<file path="config.mk">
export PLATFORM = sky130hd
export DESIGN_NAME = iocfg_port
export DESIGN_NICKNAME = d
export VERILOG_FILES = /design/src/inc/iocfg_pkg.sv /design/src/inc/iocfg_tgt_if.sv /design/src/logic/iocfg_cfg_target.sv /design/src/logic/iocfg_range_match.sv /design/src/logic/iocfg_port.sv
export SDC_FILE = /design/constraint.sdc
export NUM_CORES = 1
export LEC_CHECK = 0
export CORE_AREA = 2 2 162 164
export CTS_CLUSTER_SIZE = 40
export DETAILED_ROUTE_END_ITERATION = 16
export DIE_AREA = 0 0 164 166
export DONT_BUFFER_PORTS = 1
export GPL_TIMING_DRIVEN = 0
export PLACE_DENSITY = 0.6
export SKIP_LAST_GASP = 1
export SYNTH_ARGS = -nofsm -noshare
export SYNTH_HDL_FRONTEND = slang
export SYNTH_SLANG_ARGS = --single-unit
</file>
<file path="constraint.sdc">
create_clock -name SYS_CLK -period 11.8 [get_ports SYS_CLK]
set_clock_uncertainty 0.2 [all_clocks]
set_input_delay 1.18 -clock SYS_CLK [delete_from_list [all_inputs] [get_ports SYS_CLK]]
set_output_delay 1.18 -clock SYS_CLK [all_outputs]
set_load 0.02 [all_outputs]
</file>
<file path="src/inc/iocfg_pkg.sv">
// Constants, field layout and state codes for the IO configuration address/data port.
// Assumes a 16-bit IO byte address space with 32-bit data and per-byte enables.
package iocfg_pkg;

    // Register locations in IO space
    localparam logic [15:0] ADDR_REG_OFS = 16'h0CF8;
    localparam logic [15:0] DATA_PORT_OFS = 16'h0CFC;

    // Reset values
    localparam logic [31:0] ADDR_REG_RESET = 32'h00000000;
    localparam logic [31:0] DATA_PORT_RESET = 32'h00000000;

    // Writable bits of the address register; 30:28 and 1:0 are reserved and read zero
    localparam logic [31:0] ADDR_REG_WMASK = 32'h8FFFFFFC;

    // Field positions of the address register
    localparam int unsigned EN_BIT = 31;
    localparam int unsigned EXT_MSB = 27;
    localparam int unsigned EXT_LSB = 24;
    localparam int unsigned BUS_MSB = 23;
    localparam int unsigned BUS_LSB = 16;
    localparam int unsigned DEV_MSB = 15;
    localparam int unsigned DEV_LSB = 11;
    localparam int unsigned FUNC_MSB = 10;
    localparam int unsigned FUNC_LSB = 8;
    localparam int unsigned REG_MSB = 7;
    localparam int unsigned REG_LSB = 2;

    // Field widths
    localparam int unsigned BUS_W = 8;
    localparam int unsigned DEV_W = 5;
    localparam int unsigned FUNC_W = 3;
    localparam int unsigned CFG_REG_W = 10;

    localparam logic [3:0] BE_FULL = 4'hF;
    localparam logic [3:0] EXT_OFF = 4'h0;

    typedef enum logic [1:0] {
        ST_IDLE = 2'b00,
        ST_CFG = 2'b01,
        ST_LINK = 2'b10,
        ST_RESP = 2'b11
    } iocfg_state_t;

endpackage

</file>
<file path="src/inc/iocfg_tgt_if.sv">
// Carries the address register to the target formatter and the formatted target back.
// Assumes both ends sit on the same clock; the bundle is purely combinational.
`timescale 1ns/1ps
interface iocfg_tgt_if;
    logic [31:0] addr_reg;
    logic ext_en;
    logic [7:0] bus;
    logic [4:0] dev;
    logic [2:0] func;
    logic [9:0] reg_ofs;

    modport fmt (
        input addr_reg,
        input ext_en,
        output bus,
        output dev,
        output func,
        output reg_ofs
    );

    modport user (
        output addr_reg,
        output ext_en,
        input bus,
        input dev,
        input func,
        input reg_ofs
    );
endinterface

</file>
<file path="src/logic/iocfg_cfg_target.sv">
// Splits the configuration address register into the target of a configuration cycle.
// Assumes the register value is already masked; purely combinational.
`timescale 1ns/1ps
module iocfg_cfg_target (
    iocfg_tgt_if.fmt tgt
);
    assign tgt.bus = tgt.addr_reg[iocfg_pkg::BUS_MSB:iocfg_pkg::BUS_LSB];
    assign tgt.dev = tgt.addr_reg[iocfg_pkg::DEV_MSB:iocfg_pkg::DEV_LSB];
    assign tgt.func = tgt.addr_reg[iocfg_pkg::FUNC_MSB:iocfg_pkg::FUNC_LSB];
    // Extended bits only count when the extended setting is on; otherwise they are replaced by zero
    assign tgt.reg_ofs = {(tgt.ext_en ? tgt.addr_reg[iocfg_pkg::EXT_MSB:iocfg_pkg::EXT_LSB] : iocfg_pkg::EXT_OFF),
                          tgt.addr_reg[iocfg_pkg::REG_MSB:iocfg_pkg::REG_LSB]};
endmodule

</file>
<file path="src/logic/iocfg_range_match.sv">
// Compares an IO address against the programmed base/limit ranges and picks a link.
// Assumes ranges come from registers on the same clock; lowest matching entry wins.
`timescale 1ns/1ps
module iocfg_range_match #(
    parameter int unsigned NUM_RANGES = 4,
    parameter int unsigned LINK_W = 2
) (
    input wire logic [15:0] addr,
    input wire logic [NUM_RANGES*16-1:0] base,
    input wire logic [NUM_RANGES*16-1:0] limit,
    input wire logic [NUM_RANGES-1:0] en,
    input wire logic [NUM_RANGES*LINK_W-1:0] dst,
    output logic hit,
    output logic [LINK_W-1:0] link
);
    logic [NUM_RANGES-1:0] in_range;

    genvar g;
    generate
        for (g = 0; g < NUM_RANGES; g++) begin : g_range
            assign in_range[g] = en[g] && (addr >= base[g*16 +: 16]) && (addr <= limit[g*16 +: 16]);
        end
    endgenerate

    always_comb begin
        hit = 1'b0;
        link = '0;
        for (int i = NUM_RANGES - 1; i >= 0; i--) begin
            if (in_range[i]) begin
                hit = 1'b1;
                link = dst[i*LINK_W +: LINK_W];
            end
        end
    end
endmodule

</file>
<file path="src/logic/iocfg_port.sv">
// IO configuration address/data port: turns IO accesses into configuration cycles or forwards them.
// Assumes the processor IO side, link side and configuration side all run on SYS_CLK.
`timescale 1ns/1ps
module iocfg_port #(
    parameter int unsigned NUM_RANGES = 4,
    parameter int unsigned LINK_W = 2,
    parameter logic [1:0] DEFAULT_LINK = 2'h0
) (
    input wire logic SYS_CLK,
    input wire logic RST,
    // Processor IO request
    input wire logic IO_REQ_VALID,
    output logic IO_REQ_READY,
    input wire logic IO_REQ_WRITE,
    input wire logic [15:0] IO_REQ_ADDR,
    input wire logic [3:0] IO_REQ_BE,
    input wire logic [31:0] IO_REQ_WDATA,
    input wire logic IO_REQ_FROM_LINK,
    output logic IO_RSP_VALID,
    output logic [31:0] IO_RSP_RDATA,
    // Extended configuration setting and IO base/limit ranges
    input wire logic EXT_CFG_ENABLE,
    input wire logic [NUM_RANGES*16-1:0] IO_RANGE_BASE,
    input wire logic [NUM_RANGES*16-1:0] IO_RANGE_LIMIT,
    input wire logic [NUM_RANGES-1:0] IO_RANGE_EN,
    input wire logic [NUM_RANGES*LINK_W-1:0] IO_RANGE_LINK,
    // Forwarded IO towards a link
    output logic LINK_REQ_VALID,
    output logic LINK_REQ_WRITE,
    output logic [15:0] LINK_REQ_ADDR,
    output logic [3:0] LINK_REQ_BE,
    output logic [31:0] LINK_REQ_WDATA,
    output logic [LINK_W-1:0] LINK_REQ_DEST,
    input wire logic LINK_RSP_VALID,
    input wire logic [31:0] LINK_RSP_RDATA,
    // Configuration space access
    output logic CFG_REQ_VALID,
    output logic CFG_REQ_WRITE,
    output logic [7:0] CFG_BUS,
    output logic [4:0] CFG_DEV,
    output logic [2:0] CFG_FUNC,
    output logic [9:0] CFG_REG,
    output logic [3:0] CFG_BE,
    output logic [31:0] CFG_WDATA,
    input wire logic CFG_RSP_VALID,
    input wire logic [31:0] CFG_RSP_RDATA
);
    iocfg_pkg::iocfg_state_t state;
    iocfg_pkg::iocfg_state_t next_state;

    logic [31:0] addr_reg;
    logic [31:0] data_port;
    logic req_write;

    logic take;
    logic is_addr_loc;
    logic is_data_loc;
    logic aligned_dw;
    logic do_reg;
    logic do_cfg;
    logic do_link;
    logic range_hit;
    logic [LINK_W-1:0] range_link;
    logic [31:0] merged_wdata;

    iocfg_tgt_if tgt ();

    assign tgt.addr_reg = addr_reg;
    assign tgt.ext_en = EXT_CFG_ENABLE;

    iocfg_cfg_target u_target (
        .tgt(tgt)
    );

    iocfg_range_match #(
        .NUM_RANGES(NUM_RANGES),
        .LINK_W(LINK_W)
    ) u_range (
        .addr(IO_REQ_ADDR),
        .base(IO_RANGE_BASE),
        .limit(IO_RANGE_LIMIT),
        .en(IO_RANGE_EN),
        .dst(IO_RANGE_LINK),
        .hit(range_hit),
        .link(range_link)
    );

    // Classification of the request on offer
    assign take = IO_REQ_VALID && IO_REQ_READY;
    assign is_addr_loc = IO_REQ_ADDR[15:2] == iocfg_pkg::ADDR_REG_OFS[15:2];
    assign is_data_loc = IO_REQ_ADDR[15:2] == iocfg_pkg::DATA_PORT_OFS[15:2];
    assign aligned_dw = (IO_REQ_ADDR[1:0] == 2'h0) && (IO_REQ_BE == iocfg_pkg::BE_FULL);
    // Link-sourced traffic is kept away from both local locations
    assign do_reg = !IO_REQ_FROM_LINK && is_addr_loc && aligned_dw;
    assign do_cfg = !IO_REQ_FROM_LINK && is_data_loc && addr_reg[iocfg_pkg::EN_BIT];
    assign do_link = !do_reg && !do_cfg;

    // Byte-lane merge of a data port write into the held data
    always_comb begin
        merged_wdata = data_port;
        for (int b = 0; b < 4; b++) begin
            if (IO_REQ_BE[b]) begin
                merged_wdata[b*8 +: 8] = IO_REQ_WDATA[b*8 +: 8];
            end
        end
    end

    always_comb begin
        next_state = state;
        case (state)
            iocfg_pkg::ST_IDLE: begin
                if (take) begin
                    if (do_reg) begin
                        next_state = iocfg_pkg::ST_RESP;
                    end else if (do_cfg) begin
                        next_state = iocfg_pkg::ST_CFG;
                    end else begin
                        next_state = iocfg_pkg::ST_LINK;
                    end
                end
            end
            iocfg_pkg::ST_CFG: begin
                if (CFG_RSP_VALID) begin
                    next_state = iocfg_pkg::ST_RESP;
                end
            end
            iocfg_pkg::ST_LINK: begin
                if (LINK_RSP_VALID) begin
                    next_state = iocfg_pkg::ST_RESP;
                end
            end
            iocfg_pkg::ST_RESP: begin
                next_state = iocfg_pkg::ST_IDLE;
            end
            default: begin
                next_state = iocfg_pkg::ST_IDLE;
            end
        endcase
    end

    always_ff @(posedge SYS_CLK or posedge RST) begin
        if (RST) begin
            state <= iocfg_pkg::ST_IDLE;
        end else begin
            state <= next_state;
        end
    end

    // One request at a time: ready only while idle and nothing is pending
    always_ff @(posedge SYS_CLK or posedge RST) begin
        if (RST) begin
            IO_REQ_READY <= 1'b0;
        end else begin
            IO_REQ_READY <= (next_state == iocfg_pkg::ST_IDLE);
        end
    end

    always_ff @(posedge SYS_CLK or posedge RST) begin
        if (RST) begin
            req_write <= 1'b0;
        end else if (take) begin
            req_write <= IO_REQ_WRITE;
        end
    end

    // Address register; reserved bits never store
    always_ff @(posedge SYS_CLK or posedge RST) begin
        if (RST) begin
            addr_reg <= iocfg_pkg::ADDR_REG_RESET;
        end else if (take && do_reg && IO_REQ_WRITE) begin
            addr_reg <= IO_REQ_WDATA & iocfg_pkg::ADDR_REG_WMASK;
        end
    end

    // Data port holds the last translated write or the last completed translated read
    always_ff @(posedge SYS_CLK or posedge RST) begin
        if (RST) begin
            data_port <= iocfg_pkg::DATA_PORT_RESET;
        end else if (take && do_cfg && IO_REQ_WRITE) begin
            data_port <= merged_wdata;
        end else if (state == iocfg_pkg::ST_CFG && CFG_RSP_VALID && !req_write) begin
            data_port <= CFG_RSP_RDATA;
        end
    end

    // Configuration request: one pulse per translated access, target frozen at take time
    always_ff @(posedge SYS_CLK or posedge RST) begin
        if (RST) begin
            CFG_REQ_VALID <= 1'b0;
        end else begin
            CFG_REQ_VALID <= take && do_cfg;
        end
    end

    always_ff @(posedge SYS_CLK or posedge RST) begin
        if (RST) begin
            CFG_BUS <= '0;
            CFG_DEV <= '0;
            CFG_FUNC <= '0;
            CFG_REG <= '0;
        end else if (take && do_cfg) begin
            CFG_BUS <= tgt.bus;
            CFG_DEV <= tgt.dev;
            CFG_FUNC <= tgt.func;
            CFG_REG <= tgt.reg_ofs;
        end
    end

    // Lanes outside the enables carry the held data port value, so the target never sees stale bus data
    always_ff @(posedge SYS_CLK or posedge RST) begin
        if (RST) begin
            CFG_REQ_WRITE <= 1'b0;
            CFG_BE <= '0;
            CFG_WDATA <= '0;
        end else if (take && do_cfg) begin
            CFG_REQ_WRITE <= IO_REQ_WRITE;
            CFG_BE <= IO_REQ_BE;
            CFG_WDATA <= merged_wdata;
        end
    end

    // Forwarding towards a link; unmatched addresses fall back to the default link
    always_ff @(posedge SYS_CLK or posedge RST) begin
        if (RST) begin
            LINK_REQ_VALID <= 1'b0;
        end else begin
            LINK_REQ_VALID <= take && do_link;
        end
    end

    always_ff @(posedge SYS_CLK or posedge RST) begin
        if (RST) begin
            LINK_REQ_DEST <= '0;
        end else if (take && do_link) begin
            LINK_REQ_DEST <= range_hit ? range_link : DEFAULT_LINK[LINK_W-1:0];
        end
    end

    // Payload is a plain copy; the link does its own byte-lane handling
    always_ff @(posedge SYS_CLK or posedge RST) begin
        if (RST) begin
            LINK_REQ_WRITE <= 1'b0;
            LINK_REQ_ADDR <= '0;
            LINK_REQ_BE <= '0;
            LINK_REQ_WDATA <= '0;
        end else if (take && do_link) begin
            LINK_REQ_WRITE <= IO_REQ_WRITE;
            LINK_REQ_ADDR <= IO_REQ_ADDR;
            LINK_REQ_BE <= IO_REQ_BE;
            LINK_REQ_WDATA <= IO_REQ_WDATA;
        end
    end

    // Answer to the processor; writes answer with zero data
    always_ff @(posedge SYS_CLK or posedge RST) begin
        if (RST) begin
            IO_RSP_VALID <= 1'b0;
        end else begin
            IO_RSP_VALID <= (next_state == iocfg_pkg::ST_RESP);
        end
    end

    always_ff @(posedge SYS_CLK or posedge RST) begin
        if (RST) begin
            IO_RSP_RDATA <= '0;
        end else begin
            case (state)
                iocfg_pkg::ST_IDLE: begin
                    if (take && do_reg) begin
                        IO_RSP_RDATA <= IO_REQ_WRITE ? 32'h00000000 : addr_reg;
                    end
                end
                iocfg_pkg::ST_CFG: begin
                    if (CFG_RSP_VALID) begin
                        IO_RSP_RDATA <= req_write ? 32'h00000000 : CFG_RSP_RDATA;
                    end
                end
                iocfg_pkg::ST_LINK: begin
                    if (LINK_RSP_VALID) begin
                        IO_RSP_RDATA <= req_write ? 32'h00000000 : LINK_RSP_RDATA;
                    end
                end
                default: begin
                    IO_RSP_RDATA <= IO_RSP_RDATA;
                end
            endcase
        end
    end
endmodule

</file>
==> Word-level counts from Yosys, hierarchy flattened <==
Cells that the tools add are included.
{ "word_totals": {"elab_cells": 100, "reg_bits": 216, "in_bits": 264, "output_inout_bits": 154} }
{ "classes": {"eq_ne": 10, "n_reduce_logical": 32, "magnitude_cmp": 8, "muxes": 29} }
{ "ops": {"columns": ["cell", "count"], "rows": [
  ["two-way mux 32 bit", 8],
  ["one-hot mux 32 bit (3 select lines)", 1],
  ["greater-or-equal comparator 16 bit", 4],
  ["less-or-equal comparator 16 bit", 4],
  ["two-way mux 8 bit", 4],
  ["== test 14 x 10 -> 1 bit, second input constant", 2],
  ["logical AND 1 bit", 22],
  ["two-way mux 2 bit", 10],
  ["one-hot mux 2 bit (4 select lines)", 1],
  ["== test 2 bit, second input constant", 3],
  ["logical NOT 2 bit", 3],
  ["inequality test 2 bit, second input constant", 3],
  ["== test 4 bit, second input constant", 1],
  ["logical NOT 1 bit", 4],
  ["two-way mux 1 bit", 4],
  ["two-way mux 4 bit", 1],
  ["AND reduction 4 bit", 1],
  ["nonzero test 3 bit", 1],
  ["== test 2 x 1 -> 1 bit, second input constant", 1],
  ["nonzero test 2 bit", 1]
]} }

==> Longest topological paths before layout <==
{ "logic_depth": {"depth_word": 8, "depth_mapped": 10, "mapped_depth_nobuf": 10} }

==> Hierarchy <==
A second synthesis with hierarchy kept.
{ "hier_totals": {"cells_unflattened": 1388, "hier_area_um2": 13745.7} }
{ "by_module_without_submodules": {"columns": ["mod", "area_per_inst_um2", "seq_area_each_um2", "cells_each", "instances"], "rows": [
  ["iocfg_port", 10232.3, 5405.2, 906, 1],
  ["iocfg_range_match", 3323.2, 0.0, 456, 1],
  ["iocfg_cfg_target", 190.2, 0.0, 26, 1]
]} }

==> Worst setup path after synthesis <==
OpenSTA, ideal clock, no wires.
{ "synth_path": {"kind": "input to register", "start": "input port IO_REQ_ADDR[12]", "end": "register IO_RSP_RDATA[0]", "cell_stages": 7, "setup_time_ps": 128, "t_arrival_ps": 3192, "slack_ps": 8280, "required_time_ps": 11472, "n_path_buf": 1, "path_cell_list": "or4_1 nor4_1 and3_1 nand3_1 a222oi_1 buf_2 mux2_1"} }
{ "synth_via": {"elab_chain_cells": 6} }
{ "synth_rtl": {"columns": ["element", "line", "source"], "rows": [
  ["start: declaration", "iocfg_port.sv:15", "input wire logic [15:0] IO_REQ_ADDR,"],
  ["== test 14 x 10 -> 1 bit", "iocfg_port.sv:90", "assign is_addr_loc = IO_REQ_ADDR[15:2] == iocfg_pkg::ADDR_REG_OFS[15:2];"],
  ["logical AND 1 bit (2 in a row)", "iocfg_port.sv:94", "assign do_reg = !IO_REQ_FROM_LINK && is_addr_loc && aligned_dw;"],
  ["logical AND 1 bit", "iocfg_port.sv:269", "if (take && do_reg) begin"],
  ["inequality test 2 bit (no line)", null, null],
  ["AND reduction 4 bit (no line)", null, null],
  ["end signal: assignment", "iocfg_port.sv:270", "IO_RSP_RDATA <= IO_REQ_WRITE ? 32'h00000000 : addr_reg;"],
  ["end signal: assignment", "iocfg_port.sv:275", "IO_RSP_RDATA <= req_write ? 32'h00000000 : CFG_RSP_RDATA;"],
  ["end signal: assignment", "iocfg_port.sv:280", "IO_RSP_RDATA <= req_write ? 32'h00000000 : LINK_RSP_RDATA;"],
  ["end: declaration", "iocfg_port.sv:20", "output logic [31:0] IO_RSP_RDATA,"]
]} }
No other way between the ends.
A chain may end at the register's enable or synchronous reset.

==> Worst setup path in the final report <==
{ "layout_path": {"start": "input port IO_REQ_ADDR[0]", "end": "register LINK_REQ_WDATA[1]"} }
{ "layout_via": {"elab_chain_cells": 6} }
{ "layout_rtl": {"columns": ["element", "line", "source"], "rows": [
  ["logical NOT 2 bit", "iocfg_port.sv:92", "assign aligned_dw = (IO_REQ_ADDR[1:0] == 2'h0) && (IO_REQ_BE == iocfg_pkg::BE_FULL);"],
  ["logical AND 1 bit", "iocfg_port.sv:92", null],
  ["logical AND 1 bit", "iocfg_port.sv:94", null],
  ["logical NOT 1 bit", "iocfg_port.sv:96", "assign do_link = !do_reg && !do_cfg;"],
  ["logical AND 1 bit", "iocfg_port.sv:96", null],
  ["logical AND 1 bit", "iocfg_port.sv:246", "end else if (take && do_link) begin"],
  ["end signal: assignment", "iocfg_port.sv:245", "LINK_REQ_WDATA <= '0;"],
  ["end signal: assignment", "iocfg_port.sv:250", "LINK_REQ_WDATA <= IO_REQ_WDATA;"],
  ["end: declaration", "iocfg_port.sv:32", "output logic [31:0] LINK_REQ_WDATA,"]
]} }
No other way between the ends.

==> results.yml <==
global_route:
  overflow: 0
  grt_util_met2_pct: 51.81
  antenna_found_initial: 0
  grt_pass1_wl_mm: 60.51
  grt_max_degree: 116
  use_met3_pct: 8.292
  grtUsageTotal_pct: 29.61
  grt_pass1_vias: 9848
  busiest_layer: "met2"
  grtUsageMet1_pct: 35.14
worst_setup_path:
  crit_path_start_kind: "primary input"
  slowest_stage: "nor3_1"
  ff2ff_setup_slack_ns: 8.62
  crit_path_max_fanout: 10
  crit_chain: "inv_1, and3_1, and3_1, nor3_1, clkbuf_1, buf_1, mux2_2"
  cpPeakStageDelay_ns: 0.59
  r2r-start: "IO_REQ_READY"
  worstPathArrival_ns: 4.06
  reg2reg_to: "LINK_REQ_WDATA[1]"
  critPathKind: "in -> reg"
  critPathRequiredTime_ns: 12.01
  crit_path_start: "IO_REQ_ADDR[0]"
  cp-endpoint: "LINK_REQ_WDATA[1]"
  cpMostUsedCell: "and3_1"
  r2r_cells: 5
  cp-end-kind: "flop"
pwr:
  p_int_w: 0.001720
  total_leakage_power_nw: 6.741
  peakVddDrop_v: 0.0001568
  powerDensity_nw_per_um2: 214.4
  switchingPower_w: 0.001177
  clock_power_share_pct: 25.3
  p_comb_share_pct: 29.3
  switching_share_pct: 40.63
  power.share.sequential_pct: 45.5
timing:
  period_needed_ns: 3.843
  worst_slew_pin_slew_ns: 0.9828
  min_period_over_period_pct: 32.57
  clock.fmax_mhz: 260.2
  slew_headroom_pct: 34.48
  holdWs_ns: 0.2851
  hold_violations: 0
  worst_slack_ns: 7.957
  setup_violations: 0
  finalMaxSlewViolations: 0
  tns_ns: 0
  rsz0062_at_grt: "no"
synthesis:
  ys_warn_count: 0
  synth_flop_cell: "dfrtp_1"
  syn_area_um2: 12300
  synth_area_per_cell_um2: 9.956
  synth_seq_cells: 216
  seq_area_frac_synth_pct: 43.96
  yosys.area.top_type_share_pct: 43.96
  ys_types: 45
  synth_edf_count: 0
  synthCells: 1235
  synth_nets: 1631
  synth_area_leader_cell: "dfrtp_1"
  synthArstFlopShare_pct: 100.0
  synth_area_leaders: "dfrtp_1 (44%), ha_1 (13%), mux2_2 (10%)"
finish:
  drive_gt1_share_pct: 12.06
  area_growth_pct: 9.891
  antenna_cells: 0
  layout.nets: 1658
placed_design:
  dp_hpwl_mm: 30.79
  globalplace.congestion: 0.8697
  port_buffers: 0
  place_ws_ns: 7.431
worst_hold_path:
  hold_path.class: "reg -> reg"
  min_from: "data_port[31]"
clocking:
  post-cts-setup-buffers: 0
  numClockSinks: 216
  cts.reportedPaths.clkPinSlew_ns: 0.06
  cts-buffers-inserted: 24
  cts_tree: "built"
  cts-root-buf: "clkbuf_16"
  htreeDepth: 1
  cts_hold_buf: 0
  clk_path_buf_depth: 3
  cts_resized: 0
  insertion_delay_ns: 0.52
route:
  dr.pass1.iters: 6
  finalWirelength_mm: 40.86
  route.detailed.drc: 0
  ant_nets: 0
  vias_per_cell: 5.934
  dr_total_vias: 9565
  dr.first_iter.drc_count: 556
  post_drt_wl_per_cell_um: 25.35
floorplan:
  fp.dieArea_um2: 27220
  fp-row-count: 59
  fp.dieH_um: 166
  start_util_pct: 48.00
  io_pins: 418
  die_w_um: 164
  coreArea_um2: 25620
job:
  max_cap_violations: 0
run_status:
  status: "finished clean"
## kinds of logic after synthesis
family	count (synthesis)	synth area share (%)
DFF	216	43.96
adders and majority gates	132	13.43
muxes	156	13.87
AOI/OAI and AO/OA	286	13.69
and+or+nand+nor	261	9.382
buffers and inverters	184	5.668
## worst min path at each step
stage	end	slack, ns	cells past startpoint
after floorplan	data_port[31]	0.24	2
after global placement	data_port[31]	0.25	2
after detailed placement	data_port[31]	0.27	2
after CTS	data_port[31]	0.28	2
after global routing	data_port[24]	0.30	1
final	data_port[31]	0.29	2
## synthesized netlist by cell type, types with 7 or more instances
library cell	count
mux2i_1	41
buf_1	7
nand2_1	48
nand2b_1	7
dfrtp_1	216
nand4_1	14
a211oi_1	7
a21oi_1	139
a21o_1	12
inv_1	133
nor4_1	8
nand3_1	25
ha_1	132
o21a_1	11
and3_1	8
o22ai_1	26
clkbuf_1	38
o21ai_0	39
a22oi_1	34
mux2_2	111
nor2_1	134
## power groups by stage
stage          sequential, W  combinational [W]  clock [W]
6_report             0.00132           0.000848   0.000732
3_5_place_dp         0.00133           0.000842          0
3_3_place_gp         0.00133           0.000815          0
2_1_floorplan        0.00127           0.000614          0
4_1_cts              0.00132           0.000846   0.000742
5_1_grt              0.00134           0.000946   0.000773
## per-layer routing
| layer | wire [µm] | vias to the layer above |
|---|---|---|
| li1 | - | 4383 |
| met1 | 15770 | 4712 |
| met2 | 20280 | 405 |
| met3 | 3546 | 65 |
| met4 | 1258 | 0 |
| met5 | 0 | - |
## layout by cell type, fill, tap and decap left out, types with 2 or more instances in the layout
cell type / instances
o21ai_0: 39
clkbuf_8: 5
nor3_1: 3
clkbuf_1: 43
mux2_2: 111
nand2b_1: 7
o211ai_1: 4
a21oi_1: 139
buf_2: 5
dfrtp_1: 216
inv_1: 132
a31oi_1: 2
buf_1: 7
nand2_1: 48
a221oi_1: 2
a22oi_1: 34
nand3_1: 25
nand4_1: 14
nor2_1: 134
o22ai_1: 26
and3_1: 8
mux2i_1: 41
nor4_1: 8
a211oi_1: 7
o21a_1: 11
and2_1: 4
mux2_1: 4
clkbuf_16: 24
clkinv_2: 4
o2111ai_1: 2
ha_1: 132
a21o_1: 12
nor2b_1: 4
## cell type report
type | count | area [µm²]
Clock buffer | 34 | 688.2
Sequential cell | 216 | 5405
Inverter | 134 | 510.5
Multi-Input combinational cell | 835 | 6193
Timing Repair Buffer | 1 | 27.53
Fill cell | 2360 | 12100
Tap cell | 335 | 419.2
Clock inverter | 7 | 73.82
Buffer | 50 | 193.9
## per-stage QoR
stage | instances | power [W] | util (%) | instance area (µm²)
after global placement | 1570 | 0.002141 | 49.64 | 12710
after CTS | 1612 | 0.002908 | 52.75 | 13510
after global routing | 1612 | 0.003059 | 52.75 | 13510
final | 1612 | 0.002897 | 52.75 | 13510
after floorplan | 1235 | 0.001880 | - | 12300
after detailed placement | 1571 | 0.002172 | 49.77 | 12750
## worst max-delay path: cells and delay by family
kind	cells	cell delay [ns]
simple gates	3	1.08
buf+inv	3	1.38
mux	1	0.41
No activity file was read; power rests on OpenSTA's default activity.
